File: config.mk
export PLATFORM = sky130hd
export DESIGN_NAME = rsq_reset_irq
export DESIGN_NICKNAME = d
export VERILOG_FILES = /design/src/hdl/rsq_pkg.sv /design/src/hdl/rsq_retain_bank.sv /design/src/hdl/rsq_irq_ctrl.sv /design/src/hdl/rsq_reset_irq.sv
export SDC_FILE = /design/constraint.sdc
export NUM_CORES = 1
export LEC_CHECK = 0
export ABC_CLOCK_PERIOD_IN_PS = 5650
export BUFFER_PORTS_ARGS = -buffer_cell sky130_fd_sc_hd__buf_2
export CAP_MARGIN = 5
export CORE_UTILIZATION = 35
export CTS_BUF_LIST = sky130_fd_sc_hd__clkbuf_2
export DETAILED_ROUTE_END_ITERATION = 8
export PLACE_DENSITY_LB_ADDON = 0.1
export SLEW_MARGIN = 20
export SYNTH_ARGS = -nofsm -noshare
export SYNTH_HDL_FRONTEND = slang
export SYNTH_SLANG_ARGS = --single-unit
File: constraint.sdc
create_clock -name clk_in -period 5.65 [get_ports clk_in]
set_clock_uncertainty 0.05 [all_clocks]
set_input_delay 0.565 -clock clk_in [delete_from_list [all_inputs] [get_ports clk_in]]
set_output_delay 0.565 -clock clk_in [all_outputs]
set_load 0.02 [all_outputs]
File: src/hdl/rsq_pkg.sv
// shared constants for the reset state and interrupt source block
package rsq_pkg;
  localparam int unsigned CLK_MHZ = 250;

  // apb byte offsets
  localparam logic [7:0] OFF_TIMER_A_MODE   = 8'h00;
  localparam logic [7:0] OFF_TIMER_B_MODE1  = 8'h04;
  localparam logic [7:0] OFF_TIMER_B_MODE2  = 8'h08;
  localparam logic [7:0] OFF_TIMER_C_MODE1  = 8'h0c;
  localparam logic [7:0] OFF_TIMER_C_MODE2  = 8'h10;
  localparam logic [7:0] OFF_SYS_PRESCALER  = 8'h14;
  localparam logic [7:0] OFF_WATCH_PRESC    = 8'h18;
  localparam logic [7:0] OFF_TIMER_A_COUNT  = 8'h1c;
  localparam logic [7:0] OFF_TIMER_B_COUNT  = 8'h20;
  localparam logic [7:0] OFF_TIMER_C_COUNT  = 8'h24;
  localparam logic [7:0] OFF_TIMER_B_RELOAD = 8'h28;
  localparam logic [7:0] OFF_TIMER_C_RELOAD = 8'h2c;
  localparam logic [7:0] OFF_SERIAL_MODE1   = 8'h30;
  localparam logic [7:0] OFF_SERIAL_MODE2   = 8'h34;
  localparam logic [7:0] OFF_SERIAL_SHIFT   = 8'h38;
  localparam logic [7:0] OFF_SERIAL_BITCNT  = 8'h3c;
  localparam logic [7:0] OFF_CONV_MODE      = 8'h40;
  localparam logic [7:0] OFF_CONV_RESULT    = 8'h44;
  localparam logic [7:0] OFF_BIT_FLAGS      = 8'h48;
  localparam logic [7:0] OFF_MISC_CONTROL   = 8'h4c;
  localparam logic [7:0] OFF_CLOCK_SOURCE   = 8'h50;
  localparam logic [7:0] OFF_POWERDOWN1     = 8'h54;
  localparam logic [7:0] OFF_POWERDOWN2     = 8'h58;
  localparam logic [7:0] OFF_IRQ_FLAGS      = 8'h5c;
  localparam logic [7:0] OFF_IRQ_MASK       = 8'h60;
  localparam logic [7:0] OFF_IRQ_ENABLE     = 8'h64;
  localparam logic [7:0] OFF_IRQ_VECTOR     = 8'h68;
  localparam logic [7:0] OFF_CORE_REGS      = 8'h70;
  localparam logic [7:0] OFF_RAM_BASE       = 8'h80;
  localparam int unsigned RAM_WORDS         = 16;

  // reset values
  localparam logic [3:0]  RST_MODE4      = 4'h0;
  localparam logic [2:0]  RST_TB_MODE2   = 3'h0;
  localparam logic [0:0]  RST_TC_MODE2   = 1'h0;
  localparam logic [11:0] RST_SYS_PRESC  = 12'h000;
  localparam logic [7:0]  RST_COUNT8     = 8'h00;
  localparam logic [3:0]  RST_RELOAD_LO  = 4'h0;
  localparam logic [2:0]  RST_BITCNT     = 3'h0;
  localparam logic [3:0]  RST_RESULT_UP  = 4'h7;
  localparam logic [3:0]  RST_RESULT_MID = 4'hf;
  localparam logic [1:0]  RST_RESULT_LOW = 2'h3;
  localparam logic [4:0]  RST_BIT_FLAGS  = 5'h00;
  localparam logic [2:0]  RST_MISC       = 3'h0;
  localparam logic [1:0]  RST_PD2        = 2'h0;
  localparam logic [6:0]  RST_IRQ_MASK   = 7'h7f;

  // field positions
  localparam int unsigned BF_LOW_SPEED = 0;
  localparam int unsigned BF_WATCHDOG  = 1;
  localparam int unsigned BF_CONV_GO   = 2;
  localparam int unsigned BF_DIRECT    = 3;
  localparam int unsigned BF_GEAR      = 4;
  localparam int unsigned SM2_CLR_BIT  = 2;
  localparam int unsigned SM2_UND_BIT  = 1;
  localparam int unsigned PD1_TIMER_A  = 0;
  localparam int unsigned PD1_TIMER_BC = 1;

  // interrupt sources, index is priority order
  localparam int unsigned SRC_WAKE   = 0;
  localparam int unsigned SRC_EXT    = 1;
  localparam int unsigned SRC_TA     = 2;
  localparam int unsigned SRC_TB     = 3;
  localparam int unsigned SRC_TC     = 4;
  localparam int unsigned SRC_SERIAL = 5;
  localparam int unsigned SRC_CONV   = 6;
  localparam int unsigned NUM_SRC    = 7;

  localparam logic [13:0] VEC_WAKE   = 14'h0002;
  localparam logic [13:0] VEC_EXT    = 14'h0004;
  localparam logic [13:0] VEC_TA     = 14'h0008;
  localparam logic [13:0] VEC_TB     = 14'h000a;
  localparam logic [13:0] VEC_TC     = 14'h000c;
  localparam logic [13:0] VEC_SHARED = 14'h000e;
  localparam logic [13:0] VEC_NONE   = 14'h0000;

  typedef enum logic [1:0] {ST_IDLE, ST_FINISH, ST_SAVE, ST_JUMP} rsq_seq_t;
endpackage

File: src/hdl/rsq_retain_bank.sv
// core working registers and ram that no reset touches
module rsq_retain_bank (
  input  wire logic        clk_in,    // system clock
  input  wire logic        wr_in,     // write strobe
  input  wire logic [4:0]  sel_in,    // 0 core regs, 16..31 ram words
  input  wire logic [31:0] wdata_in,  // write data
  output logic      [31:0] rdata_out  // read data
);
  typedef struct packed {
    logic       carry_flag;
    logic [1:0] w;
    logic [3:0] a;
    logic [3:0] b;
    logic [3:0] x;
    logic [3:0] x_auxiliary;
    logic [3:0] y;
    logic [3:0] y_auxiliary;
  } rsq_core_t;

  rsq_core_t  core_r;
  rsq_core_t  core_nxt;
  logic [3:0] ram_r [rsq_pkg::RAM_WORDS];

  always_comb begin
    core_nxt = core_r;
    if (wr_in && sel_in == 5'h00) begin
      core_nxt = rsq_core_t'(wdata_in[26:0]);
    end
  end

  // no reset branch: contents survive any reset and stop
  always_ff @(posedge clk_in) begin
    core_r <= core_nxt;
    if (wr_in && sel_in[4]) begin
      ram_r[sel_in[3:0]] <= wdata_in[3:0];
    end
  end

  always_comb begin
    if (sel_in[4]) begin
      rdata_out = {28'h0000000, ram_r[sel_in[3:0]]};
    end else if (sel_in == 5'h00) begin
      rdata_out = {5'h00, core_r};
    end else begin
      rdata_out = 32'h00000000;
    end
  end
endmodule // rsq_retain_bank

File: src/hdl/rsq_irq_ctrl.sv
// interrupt flags, masks, global enable, priority and accept sequence
module rsq_irq_ctrl (
  input  wire logic        clk_in,       // system clock
  input  wire logic        rst_in,       // synchronous reset, high
  input  wire logic [6:0]  event_in,     // one-cycle source events
  input  wire logic        flag_clr_in,  // write-one-to-clear strobe
  input  wire logic        mask_wr_in,   // mask write strobe
  input  wire logic        ie_wr_in,     // global enable write strobe
  input  wire logic [6:0]  wdata_in,     // write data
  input  wire logic        rtni_in,      // return from interrupt, sets enable
  input  wire logic        instr_end_in, // instruction boundary
  output logic      [6:0]  flags_out,    // request flags
  output logic      [6:0]  mask_out,     // mask bits, 1 masks
  output logic             ie_out,       // global enable
  output logic             irq_out,      // unmasked request pending
  output logic             save_out,     // stack save cycles
  output logic             jump_out,     // jump to vector cycle
  output logic      [13:0] vector_out    // vector of accepted source
);
  typedef struct packed {
    rsq_pkg::rsq_seq_t seq;
    logic [6:0]        flags;
    logic [6:0]        mask;
    logic              ie;
    logic              irq;
    logic              save;
    logic              jump;
    logic [13:0]       vector;
  } rsq_irq_st_t;

  rsq_irq_st_t st_r;
  rsq_irq_st_t st_nxt;
  logic [6:0]  req;

  function automatic logic [13:0] pick_vector(input logic [6:0] r);
    logic [13:0] v;
    v = rsq_pkg::VEC_NONE;
    if (r[rsq_pkg::SRC_WAKE]) v = rsq_pkg::VEC_WAKE;
    else if (r[rsq_pkg::SRC_EXT]) v = rsq_pkg::VEC_EXT;
    else if (r[rsq_pkg::SRC_TA]) v = rsq_pkg::VEC_TA;
    else if (r[rsq_pkg::SRC_TB]) v = rsq_pkg::VEC_TB;
    else if (r[rsq_pkg::SRC_TC]) v = rsq_pkg::VEC_TC;
    else if (r[rsq_pkg::SRC_SERIAL] || r[rsq_pkg::SRC_CONV]) v = rsq_pkg::VEC_SHARED;
    return v;
  endfunction

  assign req = st_r.flags & ~st_r.mask;

  always_comb begin
    st_nxt      = st_r;
    st_nxt.irq  = |req;
    st_nxt.save = 1'b0;
    st_nxt.jump = 1'b0;
    if (mask_wr_in) begin
      st_nxt.mask = wdata_in;
    end
    // set wins over clear; software can only clear flags
    st_nxt.flags = (st_r.flags & ~(flag_clr_in ? wdata_in : 7'h00)) | event_in;
    if (ie_wr_in) begin
      st_nxt.ie = wdata_in[0];
    end
    if (rtni_in) begin
      st_nxt.ie = 1'b1;
    end
    unique case (st_r.seq)
      rsq_pkg::ST_IDLE: begin
        if (instr_end_in && st_r.ie && |req) begin
          st_nxt.seq    = rsq_pkg::ST_FINISH;
          st_nxt.vector = pick_vector(req);
        end
      end
      rsq_pkg::ST_FINISH: begin
        st_nxt.seq  = rsq_pkg::ST_SAVE;
        st_nxt.ie   = 1'b0;
        st_nxt.save = 1'b1;
      end
      rsq_pkg::ST_SAVE: begin
        st_nxt.seq  = rsq_pkg::ST_JUMP;
        st_nxt.save = 1'b1;
        st_nxt.jump = 1'b1;
      end
      rsq_pkg::ST_JUMP: begin
        st_nxt.seq = rsq_pkg::ST_IDLE;
      end
    endcase
  end

  always_ff @(posedge clk_in) begin
    if (rst_in) begin
      st_r        <= '0;
      st_r.mask   <= rsq_pkg::RST_IRQ_MASK;
      st_r.seq    <= rsq_pkg::ST_IDLE;
    end else begin
      st_r <= st_nxt;
    end
  end

  assign flags_out  = st_r.flags;
  assign mask_out   = st_r.mask;
  assign ie_out     = st_r.ie;
  assign irq_out    = st_r.irq;
  assign save_out   = st_r.save;
  assign jump_out   = st_r.jump;
  assign vector_out = st_r.vector;
endmodule // rsq_irq_ctrl

File: src/hdl/rsq_reset_irq.sv
// peripheral reset state, retained core state and interrupt sources behind apb
// Functional notes
// - reset clears timer mode registers, implemented bits
// - reload low nibble, prescalers, counters cleared
// - serial mode 1, serial mode 2 bit 2 and bit counter cleared; mode 2 bit 1 and data kept
// - converter mode cleared, result 0111 1111 11
// - five control bit flags cleared on reset
// - misc, clock source, power-down registers cleared
// - wake from stop keeps core registers, ram
// - seven interrupt sources provided
// - each source has flag, mask, vector
// - global enable gates all interrupt acceptance
// - converter and serial share one vector
// - fixed priorities and vector addresses
// - request when flag set, mask clear
// - reset: enable and flags clear, masks set
// - accept: finish, clear enable, save, jump
module rsq_reset_irq (
  input  wire logic        clk_in,          // system clock, 250 mhz
  input  wire logic        rst_in,          // synchronous reset, high
  input  wire logic        psel_in,         // apb select
  input  wire logic        penable_in,      // apb enable
  input  wire logic        pwrite_in,       // apb direction
  input  wire logic [7:0]  paddr_in,        // apb byte address
  input  wire logic [31:0] pwdata_in,       // apb write data
  output logic      [31:0] prdata_out,      // apb read data
  output logic             pready_out,      // apb ready
  output logic             pslverr_out,     // apb error, unmapped address
  input  wire logic        wake_input_n_in, // wake pin, falling edge event
  input  wire logic        ext_irq_n_in,    // external irq pin, falling edge
  input  wire logic        serial_bit_in,   // serial bit strobe
  input  wire logic        serial_data_in,  // serial data bit
  input  wire logic        conv_done_in,    // converter done strobe
  input  wire logic [9:0]  conv_result_in,  // converter result
  input  wire logic        rtni_in,         // return from interrupt
  input  wire logic        instr_end_in,    // instruction boundary
  output logic             irq_out,         // unmasked request level
  output logic             save_out,        // stack save cycles
  output logic             jump_out,        // jump cycle
  output logic      [13:0] vector_out       // vector address
);
  typedef struct packed {
    logic [3:0]  timer_a_mode;
    logic [3:0]  timer_b_mode_first;
    logic [2:0]  timer_b_mode_second;
    logic [3:0]  timer_c_mode_first;
    logic [0:0]  timer_c_mode_second;
    logic [11:0] system_prescaler;
    logic [7:0]  watch_prescaler;
    logic [7:0]  timer_a_count;
    logic [7:0]  timer_b_count;
    logic [7:0]  timer_c_count;
    logic [7:0]  timer_b_reload_write;
    logic [7:0]  timer_c_reload_write;
    logic [3:0]  serial_mode_first;
    logic [2:1]  serial_mode_second;
    logic [7:0]  serial_shift_data;
    logic [2:0]  serial_bitcnt;
    logic [3:0]  converter_mode;
    logic [9:0]  converter_result;
    logic [4:0]  bit_flags;
    logic [2:0]  misc_control;
    logic [3:0]  clock_source_select;
    logic [1:0]  module_powerdown_first;
    logic [1:0]  module_powerdown_second;
    logic        wake_d;
    logic        ext_d;
    logic [6:0]  events;
    logic        pready;
    logic        pslverr;
    logic [31:0] prdata;
  } rsq_st_t;

  rsq_st_t     st_r;
  rsq_st_t     st_nxt;
  logic        wr_stb;
  logic        rd_setup;
  logic        wr_ok;
  logic [6:0]  irq_flags;
  logic [6:0]  irq_mask;
  logic        irq_ie;
  logic [31:0] bank_rdata;
  logic [4:0]  bank_sel;
  logic        bank_hit;
  logic        ps_tick;

  // write takes effect on the edge where ready is sampled high
  assign wr_stb   = psel_in && penable_in && st_r.pready && pwrite_in;
  assign rd_setup = psel_in && penable_in && !st_r.pready;
  // plain expression so the strobes follow the bus every cycle
  assign wr_ok    = wr_stb && !st_r.pslverr;

  function automatic logic wr_to(input logic [7:0] off);
    return wr_stb && !st_r.pslverr && paddr_in == off;
  endfunction

  function automatic logic is_mapped(input logic [7:0] a);
    logic m;
    m = (a[1:0] == 2'h0) && ((a <= rsq_pkg::OFF_IRQ_VECTOR) || (a == rsq_pkg::OFF_CORE_REGS) ||
        (a >= rsq_pkg::OFF_RAM_BASE && a < rsq_pkg::OFF_RAM_BASE + 8'h40));
    return m;
  endfunction

  assign bank_hit = paddr_in >= rsq_pkg::OFF_RAM_BASE;
  assign bank_sel = bank_hit ? {1'b1, paddr_in[5:2]} : 5'h00;

  rsq_retain_bank u_bank (
    .clk_in    (clk_in),
    .wr_in     (wr_stb && !st_r.pslverr && (bank_hit || paddr_in == rsq_pkg::OFF_CORE_REGS)),
    .sel_in    (bank_sel),
    .wdata_in  (pwdata_in),
    .rdata_out (bank_rdata)
  );

  rsq_irq_ctrl u_irq (
    .clk_in       (clk_in),
    .rst_in       (rst_in),
    .event_in     (st_r.events),
    .flag_clr_in  (wr_ok && paddr_in == rsq_pkg::OFF_IRQ_FLAGS),
    .mask_wr_in   (wr_ok && paddr_in == rsq_pkg::OFF_IRQ_MASK),
    .ie_wr_in     (wr_ok && paddr_in == rsq_pkg::OFF_IRQ_ENABLE),
    .wdata_in     (pwdata_in[6:0]),
    .rtni_in      (rtni_in),
    .instr_end_in (instr_end_in),
    .flags_out    (irq_flags),
    .mask_out     (irq_mask),
    .ie_out       (irq_ie),
    .irq_out      (irq_out),
    .save_out     (save_out),
    .jump_out     (jump_out),
    .vector_out   (vector_out)
  );

  // read mux; bits that do not exist read as zero
  function automatic logic [31:0] read_mux(input logic [7:0] a);
    logic [31:0] d;
    d = 32'h00000000;
    unique case (a)
      rsq_pkg::OFF_TIMER_A_MODE:   d[3:0]  = st_r.timer_a_mode;
      rsq_pkg::OFF_TIMER_B_MODE1:  d[3:0]  = st_r.timer_b_mode_first;
      rsq_pkg::OFF_TIMER_B_MODE2:  d[2:0]  = st_r.timer_b_mode_second;
      rsq_pkg::OFF_TIMER_C_MODE1:  d[3:0]  = st_r.timer_c_mode_first;
      rsq_pkg::OFF_TIMER_C_MODE2:  d[0:0]  = st_r.timer_c_mode_second;
      rsq_pkg::OFF_SYS_PRESCALER:  d[11:0] = st_r.system_prescaler;
      rsq_pkg::OFF_WATCH_PRESC:    d[7:0]  = st_r.watch_prescaler;
      rsq_pkg::OFF_TIMER_A_COUNT:  d[7:0]  = st_r.timer_a_count;
      rsq_pkg::OFF_TIMER_B_COUNT:  d[7:0]  = st_r.timer_b_count;
      rsq_pkg::OFF_TIMER_C_COUNT:  d[7:0]  = st_r.timer_c_count;
      rsq_pkg::OFF_TIMER_B_RELOAD: d[7:0]  = st_r.timer_b_reload_write;
      rsq_pkg::OFF_TIMER_C_RELOAD: d[7:0]  = st_r.timer_c_reload_write;
      rsq_pkg::OFF_SERIAL_MODE1:   d[3:0]  = st_r.serial_mode_first;
      rsq_pkg::OFF_SERIAL_MODE2:   d[2:1]  = st_r.serial_mode_second;
      rsq_pkg::OFF_SERIAL_SHIFT:   d[7:0]  = st_r.serial_shift_data;
      rsq_pkg::OFF_SERIAL_BITCNT:  d[2:0]  = st_r.serial_bitcnt;
      rsq_pkg::OFF_CONV_MODE:      d[3:0]  = st_r.converter_mode;
      rsq_pkg::OFF_CONV_RESULT:    d[9:0]  = st_r.converter_result;
      rsq_pkg::OFF_BIT_FLAGS:      d[4:0]  = st_r.bit_flags;
      rsq_pkg::OFF_MISC_CONTROL:   d[3:0]  = {st_r.misc_control[2], 1'b0, st_r.misc_control[1:0]};
      rsq_pkg::OFF_CLOCK_SOURCE:   d[3:0]  = st_r.clock_source_select;
      rsq_pkg::OFF_POWERDOWN1:     d[1:0]  = st_r.module_powerdown_first;
      rsq_pkg::OFF_POWERDOWN2:     d[1:0]  = st_r.module_powerdown_second;
      rsq_pkg::OFF_IRQ_FLAGS:      d[6:0]  = irq_flags;
      rsq_pkg::OFF_IRQ_MASK:       d[6:0]  = irq_mask;
      rsq_pkg::OFF_IRQ_ENABLE:     d[0]    = irq_ie;
      rsq_pkg::OFF_IRQ_VECTOR:     d[13:0] = vector_out;
      default:                     d       = bank_rdata;
    endcase
    return d;
  endfunction

  always_comb begin
    st_nxt = st_r;

    // apb: ready one cycle into the access phase
    st_nxt.pready  = rd_setup;
    st_nxt.pslverr = rd_setup && !is_mapped(paddr_in);
    st_nxt.prdata  = (rd_setup && !pwrite_in && is_mapped(paddr_in)) ? read_mux(paddr_in) : 32'h00000000;

    // register writes, only implemented bits stored
    if (wr_to(rsq_pkg::OFF_TIMER_A_MODE))   st_nxt.timer_a_mode         = pwdata_in[3:0];
    if (wr_to(rsq_pkg::OFF_TIMER_B_MODE1))  st_nxt.timer_b_mode_first   = pwdata_in[3:0];
    if (wr_to(rsq_pkg::OFF_TIMER_B_MODE2))  st_nxt.timer_b_mode_second  = pwdata_in[2:0];
    if (wr_to(rsq_pkg::OFF_TIMER_C_MODE1))  st_nxt.timer_c_mode_first   = pwdata_in[3:0];
    if (wr_to(rsq_pkg::OFF_TIMER_C_MODE2))  st_nxt.timer_c_mode_second  = pwdata_in[0:0];
    if (wr_to(rsq_pkg::OFF_TIMER_B_RELOAD)) st_nxt.timer_b_reload_write = pwdata_in[7:0];
    if (wr_to(rsq_pkg::OFF_TIMER_C_RELOAD)) st_nxt.timer_c_reload_write = pwdata_in[7:0];
    if (wr_to(rsq_pkg::OFF_SERIAL_MODE1))   st_nxt.serial_mode_first    = pwdata_in[3:0];
    if (wr_to(rsq_pkg::OFF_SERIAL_MODE2))   st_nxt.serial_mode_second   = pwdata_in[2:1];
    if (wr_to(rsq_pkg::OFF_SERIAL_SHIFT))   st_nxt.serial_shift_data    = pwdata_in[7:0];
    if (wr_to(rsq_pkg::OFF_CONV_MODE))      st_nxt.converter_mode       = pwdata_in[3:0];
    if (wr_to(rsq_pkg::OFF_BIT_FLAGS))      st_nxt.bit_flags            = pwdata_in[4:0];
    if (wr_to(rsq_pkg::OFF_MISC_CONTROL))   st_nxt.misc_control         = {pwdata_in[3], pwdata_in[1:0]};
    if (wr_to(rsq_pkg::OFF_CLOCK_SOURCE))   st_nxt.clock_source_select  = pwdata_in[3:0];
    if (wr_to(rsq_pkg::OFF_POWERDOWN1))     st_nxt.module_powerdown_first  = pwdata_in[1:0];
    if (wr_to(rsq_pkg::OFF_POWERDOWN2))     st_nxt.module_powerdown_second = pwdata_in[1:0];

    // source events, one cycle each
    st_nxt.events = 7'h00;
    st_nxt.wake_d = wake_input_n_in;
    st_nxt.ext_d  = ext_irq_n_in;
    st_nxt.events[rsq_pkg::SRC_WAKE] = st_r.wake_d && !wake_input_n_in;
    st_nxt.events[rsq_pkg::SRC_EXT]  = st_r.ext_d && !ext_irq_n_in;

    // prescalers and timers
    st_nxt.system_prescaler = st_r.system_prescaler + 12'h001;
    st_nxt.watch_prescaler  = st_r.watch_prescaler + 8'h01;
    ps_tick = &st_r.system_prescaler;
    if (ps_tick && !st_r.module_powerdown_first[rsq_pkg::PD1_TIMER_A]) begin
      st_nxt.timer_a_count = st_r.timer_a_count + 8'h01;
      st_nxt.events[rsq_pkg::SRC_TA] = &st_r.timer_a_count;
    end
    if (ps_tick && !st_r.module_powerdown_first[rsq_pkg::PD1_TIMER_BC]) begin
      st_nxt.timer_b_count = (&st_r.timer_b_count) ? st_r.timer_b_reload_write : st_r.timer_b_count + 8'h01;
      st_nxt.timer_c_count = (&st_r.timer_c_count) ? st_r.timer_c_reload_write : st_r.timer_c_count + 8'h01;
      st_nxt.events[rsq_pkg::SRC_TB] = &st_r.timer_b_count;
      st_nxt.events[rsq_pkg::SRC_TC] = &st_r.timer_c_count;
    end

    // serial shift, eight bits end a transfer
    if (serial_bit_in) begin
      st_nxt.serial_shift_data = {st_r.serial_shift_data[6:0], serial_data_in};
      st_nxt.serial_bitcnt     = st_r.serial_bitcnt + 3'h1;
      st_nxt.events[rsq_pkg::SRC_SERIAL] = &st_r.serial_bitcnt;
    end

    // converter result; done clears the start bit
    if (conv_done_in) begin
      st_nxt.converter_result = conv_result_in;
      st_nxt.bit_flags[rsq_pkg::BF_CONV_GO] = 1'b0;
      st_nxt.events[rsq_pkg::SRC_CONV] = 1'b1;
    end
  end

  always_ff @(posedge clk_in) begin
    if (rst_in) begin
      st_r.timer_a_mode            <= rsq_pkg::RST_MODE4;
      st_r.timer_b_mode_first      <= rsq_pkg::RST_MODE4;
      st_r.timer_b_mode_second     <= rsq_pkg::RST_TB_MODE2;
      st_r.timer_c_mode_first      <= rsq_pkg::RST_MODE4;
      st_r.timer_c_mode_second     <= rsq_pkg::RST_TC_MODE2;
      st_r.system_prescaler        <= rsq_pkg::RST_SYS_PRESC;
      st_r.watch_prescaler         <= rsq_pkg::RST_COUNT8;
      st_r.timer_a_count           <= rsq_pkg::RST_COUNT8;
      st_r.timer_b_count           <= rsq_pkg::RST_COUNT8;
      st_r.timer_c_count           <= rsq_pkg::RST_COUNT8;
      // upper reload nibbles keep their value
      st_r.timer_b_reload_write    <= {st_r.timer_b_reload_write[7:4], rsq_pkg::RST_RELOAD_LO};
      st_r.timer_c_reload_write    <= {st_r.timer_c_reload_write[7:4], rsq_pkg::RST_RELOAD_LO};
      st_r.serial_mode_first       <= rsq_pkg::RST_MODE4;
      st_r.serial_mode_second      <= {1'b0, st_r.serial_mode_second[rsq_pkg::SM2_UND_BIT]};
      st_r.serial_shift_data       <= st_r.serial_shift_data;
      st_r.serial_bitcnt           <= rsq_pkg::RST_BITCNT;
      st_r.converter_mode          <= rsq_pkg::RST_MODE4;
      st_r.converter_result        <= {rsq_pkg::RST_RESULT_UP, rsq_pkg::RST_RESULT_MID, rsq_pkg::RST_RESULT_LOW};
      st_r.bit_flags               <= rsq_pkg::RST_BIT_FLAGS;
      st_r.misc_control            <= rsq_pkg::RST_MISC;
      st_r.clock_source_select     <= rsq_pkg::RST_MODE4;
      st_r.module_powerdown_first  <= rsq_pkg::RST_PD2;
      st_r.module_powerdown_second <= rsq_pkg::RST_PD2;
      st_r.wake_d                  <= 1'b1;
      st_r.ext_d                   <= 1'b1;
      st_r.events                  <= 7'h00;
      st_r.pready                  <= 1'b0;
      st_r.pslverr                 <= 1'b0;
      st_r.prdata                  <= 32'h00000000;
    end else begin
      st_r <= st_nxt;
    end
  end

  assign prdata_out  = st_r.prdata;
  assign pready_out  = st_r.pready;
  assign pslverr_out = st_r.pslverr;
endmodule // rsq_reset_irq

* After elaboration in Yosys (flattened, before gate mapping) *
Memories as Yosys holds them, arrays and structs flattened.
Index checks and enable logic that the tools add are counted.

storage, ports and cells
  register bits after elaboration = 227
  bits in writable memories = 64
  input port bits = 62
  output and inout bits = 51
  memories = 1

cells by class
  $add $sub $neg = 6
  order comparisons = 3
  equal/unequal tests = 31
  multiplexer cells = 33
  bitwise logic cells = 11
  reductions and logical operators = 85

memory list
  name          words  width  read ports  clocked after Yosys merged registers in  write ports  RTL line               RTL
  u_bank.ram_r  16     4      1           0                                        1            rsq_retain_bank.sv:22  logic [3:0] ram_r [rsq_pkg::RAM_WORDS];

operator list
  cell                                                  count
  equality test 8 x 7 -> 1 bit (second input constant)  12
  two-way mux 14 bit                                    6
  equality test 8 x 6 -> 1 bit (second input constant)  8
  logical AND 1 bit                                     38
  adder 8 x 1 -> 8 bit (second input constant)          4
  equality test 8 x 5 -> 1 bit (second input constant)  4
  OR reduction 31 bit                                   1
  OR reduction 30 bit                                   1
  one-hot mux 1 bit (27 select lines)                   1
  one-hot mux 1 bit (26 select lines)                   1
  one-hot mux 2 bit (13 select lines)                   1
  OR reduction 26 bit                                   1
  OR reduction 25 bit                                   1
  two-way mux 8 bit                                     3
  AND reduction 8 bit                                   3
  OR reduction 24 bit                                   1
  one-hot mux 1 bit (23 select lines)                   1
  one-hot mux 1 bit (21 select lines)                   1
  OR reduction 17 bit                                   1
  equality test 8 x 4 -> 1 bit (second input constant)  2
  one-hot mux 2 bit (4 select lines)                    2
  OR reduction 2 bit                                    8
  OR reduction 15 bit                                   1
  bitwise AND 7 bit                                     2
  other kinds (34)                                      65

* Depth between registers and ports, before layout *
  word-level depth = 9
  depth in mapped cells = 10

* Modules after synthesis *
A second synthesis with hierarchy kept.

unflattened totals
  cells, all modules = 1270
  area total of the unflattened synthesis = 13177.6 sq um

modules (own cells, without submodules)
  module           times used  cells an instance  area an instance (sq um)
  rsq_reset_irq    1           921                8266.7
  rsq_retain_bank  1           214                3688.5
  rsq_irq_ctrl     1           135                1222.4

* Worst setup path after synthesis *
OpenSTA, ideal clock, no wires.

  path type = input to register
  from = input port paddr_in[3]
  to = register u_bank.core_r[0] (netlist bit) (enable)
  setup time = 479 ps
  arrival = 3990 ps
  slack = 1131 ps
  stages = 4
  cell sequence = buf_2 or4_1 buf_2 nor4_1

between the ends
  cells in the longest elaborated chain, start to end = 4
  elaborated cells on any way between the ends = 7
  classes of those cells = order compare (1); eq/ne (1); mux (1); reduce/logical (4)

RTL lines
  item                                                                               RTL line                                     RTL
  start, declared                                                                    rsq_reset_irq.sv:24                          input wire logic [7:0] paddr_in,
  greater-or-equal comparator 8 bit or equality test 8 x 7 -> 1 bit (tied branches)  rsq_reset_irq.sv:104, rsq_reset_irq.sv:109
  two-way mux 5 bit or logical OR 1 bit (tied branches)                              rsq_reset_irq.sv:105, rsq_reset_irq.sv:109
  logical NOT 5 bit or logical AND 1 bit (tied branches)                             rsq_retain_bank.sv:26, rsq_reset_irq.sv:109
  logical AND 1 bit *                                                                rsq_retain_bank.sv:26                        if (wr_in && sel_in == 5'h00) begin
  end signal, assigned                                                               rsq_retain_bank.sv:33                        core_r <= core_nxt;
  end, declared                                                                      rsq_retain_bank.sv:20                        rsq_core_t core_r;

Every way passes the cells marked *; elsewhere a longest branch is shown, timed or not.
A chain may end at the register's enable or synchronous reset.

* Final worst setup path *
  from = register st_r, in the netlist pready_out
  to = register st_r[83] (netlist bit) (enable)

between the ends
  cells in the longest elaborated chain, start to end = 6

RTL lines
  item                            RTL line             RTL
  start, declared                 rsq_reset_irq.sv:74  rsq_st_t st_r;
  logical AND 1 bit (2 in a row)  rsq_reset_irq.sv:88  assign wr_stb = psel_in && penable_in && st_r.pready && pwrite_in;
  logical AND 1 bit (2 in a row)  rsq_reset_irq.sv:94  return wr_stb && !st_r.pslverr && paddr_in == off;
  nonzero test 2 bit (no line)    -
  AND reduction 2 bit (no line)   -

No other way between the ends.

==> metrics list <==
- In this run, synthesis produced a sequential element count of 275.
* Sequential-to-total area share from yosys stat: 0.532
- Overall power consumption after layout is estimated at 3.87 mW.
- I/O pin total: about 110
- The detailed router placed just over 10000 vias in this run.
- Pwr/cell area: 273 nW/um^2
- Clock-pin slew was measured on the worst setup and hold paths at roughly 0.1 ns.
- Register share of total power: 0.543
- For this design, the sink count on the clock tree is roughly 280.
* Share of total power in combinational logic: 0.080
* CP most frequent cell: nor2_1
- Placed wire-length estimate: 26700 um
* Routability-driven placement congestion ratio: 0.857
* Static leakage: 5.21 nW
- The via count of the first global-routing pass is 9621.
- Most used DFF post-synth: dfxtp_1
* Top post-synthesis cells by count: dfxtp_1, nand2_1, edfxtp_1
- The final number of max-transition violations came to 0.
- Die footprint: 36100 sq um
- Of the cells placed in the final design, the portion with a size suffix greater than 1 is 0.204.
- The floorplan has 68 rows.
* Slew headroom: 0.267
- Final hold vios: 0
- Hold bufs inserted after CTS: 47
- For hold timing, the worst endpoint is prdata_out[7].
- OpenSTA, run right after detailed placement, puts the worst setup slack at 1.87 ns.
- Non-Filler Cell Area, Final: 14200 sq um
- Detailed Route Iter0 Violations: 964
* Leftover overflow at the end of global routing: 0
- The worst path meets setup with 2.78 ns of slack.
* Setup repair after global routing missed its margin: false
- Summing every instance area after synthesis gives 12400 sq um.
* Combined flip-flop and latch cell area: 6590 sq um
* Switch share: 0.277
- Measured along the x axis, the die boundary spans 190 um.
- Entering global routing, the biggest net connects 54 pins.
* Later-pin clock latency in the skew report: 0.96 ns
- After detailed routing, the average wire length per cell comes to 21.2 um.
- Each instance of the synthesized netlist takes up on average approximately 9.9 sq um.
- CTS-repair resized insts: 0
* Chip Height: 190 um
- Counting every instance in the synthesized netlist gives 1248.
- Summed over all instances, the cell type with the most area after synthesis is dfxtp_1.
- In this run the worst path has a maximum fanout of 13.
- IR analysis of the VDD net gives a maximum drop of 133 uV.
- The first detailed-routing pass ran for 5 iterations.
* Number of distinct library cell variants in the gate-level netlist after synthesis: 77
* Final Non-Filler Cells: 1891
* Crit path buf inv count: 1
* Reg-to-reg critical path startpoint: pready_out
- The flow ran to the end, and the final reports show no timing, DRC or antenna violations.
- Final Critical Period: ~2.9 ns
* Area of combinational cells with multiple inputs: between 5000 and 6000 sq um
- The worst setup path is launched from a flop.
- Depth of the CTS H-tree: 3
* Clock tree from TritonCTS: done
- The synthesized design contains 108 enable-type register cells.
- Path type of the worst min-delay path: primary input to flop
- Final period utilization: 0.507
- Number of nets in the finished design: between 1000 and 1500
- Yosys attributes the largest share of cell area to dfxtp_1, edfxtp_1, a21oi_1.
* Routed Antenna Nets: 0
- Starting Density: 0.357
- For the worst setup path, the data arrival time is 3.37 ns.
- Final setup viols: 0
- Cell with the most instances after synthesis: dfxtp_1
- Area post-placement: 13000 sq um
* Number of buffer cells added on primary ports: 91
- The critical path is of the flop to flop type.
- Cell internal power was estimated by the tool at 2.80 mW.
- Top delay family on crit path: simple AND/OR/NAND/NOR gates
* Top achievable clock speed: 349 MHz
* Post-synth top area share: 0.270
- Antenna violations before repair: 2
- Clock tree root buffer cell: clkbuf_2
- Global-route wire length before repair: roughly 60000 um
- Layout fillers: between 3000 and 4000
- Series of cell instances along the critical path: nand2_1, or3_1, nor2_1, buf_4, a21oi_1, nor2_1
- Final wirelength: 40100 um
- For this run, asynchronously set or reset flops after synthesis account for 0.
- The worst hold path begins at pwrite_in.
- Slew @ Worst Pin: 1.07 ns
- Among all stages on the critical path, the largest delay is contributed by nor2_1.
- Setup total negative slack on the finished layout was measured at 0 ns.
- The clock passes through at most 3 buffers.
- Setup slack of the worst register-to-register path: roughly 2.8 ns
- Across the run, the number of max-cap violations was 0.
- Once placement completed, the tool counted placed cells totaling about 1700.
- Endpoint kind of the worst setup timing path: flop
- The Yosys step of the flow raised 0 warnings.
- Post-CTS setup repair buffer count: 0
- The area growth from synthesis to layout is 14.6%.
- Endpoint of the worst-slack reg-to-reg timing path: st_r[83]
- Core area: around 35000 sq um
- Switching component of the power: about 1.1 mW
- For the worst flop-to-flop path, the logic depth is 6.
- Biggest cell delay along the critical path: 0.57 ns
- Buffers inserted during clock tree synthesis total a little under 80.
- In the global route stage, overall resource usage came out at 0.225.
* Worst EP required: ~6.2 ns
- For this run, design rule violations remaining after detail routing come to 0.
- Using the TritonRoute via totals, the vias-per-cell ratio works out to 5.36.
- Worst Hold Path Cells: 3
- The share of total power dissipated in the clock network is 0.377.
==> flip-flops by register name, indices dropped and copies added (netlist names), 2 cells and up <==
| name | cells |
|---|---|
| u_irq.mask_out | 7 |
| u_irq.flags_out | 7 |
| st_r | 132 |
| u_bank.ram_r | 64 |
| u_irq.vector_out | 3 |
| u_bank.core_r | 27 |
| u_irq.st_r | 2 |
| prdata_out | 27 |
==> placed cells by master (no fill, tap or decap), types with 8 or more instances in the layout <==
cell type | Yosys | final
a211o_1 | 17 | 17
a211oi_1 | 13 | 13
a21oi_1 | 100 | 100
a22o_1 | 11 | 11
a22oi_1 | 22 | 22
a31oi_1 | 10 | 10
and2_1 | 18 | 18
and3_1 | 17 | 17
buf_2 | 8 | 90
buf_4 | 46 | 31
clkbuf_2 | 0 | 122
clkinv_1 | 1 | 8
conb_1 | 1 | 16
dfxtp_1 | 167 | 167
dlygate4sd3_1 | 0 | 47
edfxtp_1 | 108 | 108
ha_1 | 10 | 10
inv_1 | 17 | 17
mux2_2 | 21 | 21
mux2i_1 | 36 | 36
nand2_1 | 129 | 129
nand3_1 | 76 | 76
nand4_1 | 12 | 12
nor2_1 | 101 | 101
nor2b_1 | 28 | 28
nor3_1 | 26 | 25
o21ai_0 | 37 | 37
or3_1 | 10 | 10
xor2_1 | 13 | 13
==> through the flow <==
step | hold slack [ns] | util
after floorplan | 0.342 | -
after global placement | 0.352 | 0.375
after detailed placement | 0.354 | 0.375
after CTS | 0.0415 | 0.409
after global routing | 0.0675 | 0.409
final | 0.148 | 0.409
==> metal layers <==
metal,GRT usage,share of wire,wire [um],vias up
li1,-,-,-,4801
met1,0.311,0.46,18300,4869
met2,0.343,0.45,17900,400
met3,0.0513,0.078,3120,57
met4,0.0769,0.019,779,0
met5,0,0,0,-
==> worst min-delay path, delay by kind of cell <==
family	cells	cell delay, ns
AO/OA/AOI/OAI	1	0.07
buffers and inverters	1	0.09
AND/OR/NAND/NOR	1	0.31
==> worst max-delay path by stage <==
stage / startpoint / end / slack [ns] / cells after the start
2_1_floorplan: paddr_in[3] / u_bank.core_r[0] / 1.13 / 4
6_report: pready_out / st_r[83] / 2.78 / 6
3_5_place_dp: paddr_in[3] / prdata_out[12] / 1.87 / 7
5_1_grt: paddr_in[3] / prdata_out[26] / 2.70 / 7
4_1_cts: pready_out / st_r[77] / 2.84 / 6
3_3_place_gp: paddr_in[3] / st_r[76] / 1.88 / 6
==> final cells by class <==
cell class	count	area share
Clock buffer	122	0.0430
Antenna cell	2	0.000353
Tap cell	455	0.0401
Sequential cell	275	0.464
Timing Repair Buffer	168	0.0813
Clock inverter	12	0.00511
Inverter	18	0.00476
Multi-Input combinational cell	839	0.361
==> kinds of logic (layout without fill, tap and decap cells) <==
| family | after synthesis | in the layout | share of synthesized area |
|---|---|---|---|
| AND/OR/NAND/NOR | 464 | 464 | 0.184 |
| AO/OA/AOI/OAI | 267 | 267 | 0.142 |
| other | 1 | 18 | 0.000303 |
| buffers and inverters | 149 | 320 | 0.0605 |
| flip-flops | 275 | 275 | 0.532 |
| XOR/XNOR | 20 | 20 | 0.0141 |
| adder cells (fa/ha/maj) | 10 | 10 | 0.0101 |
| multiplexers | 62 | 62 | 0.0573 |
==> power groups by stage <==
stage | sequential [mW] | combinational [mW] | clock, mW
after detailed placement | 2.15 | 0.282 | 0
after CTS | 2.10 | 0.309 | 1.53
after global routing | 2.10 | 0.334 | 1.63
final | 2.10 | 0.310 | 1.46
after global placement | 2.15 | 0.280 | 0
after floorplan | 2.14 | 0.176 | 0
Power figures use the tool's default switching activity.
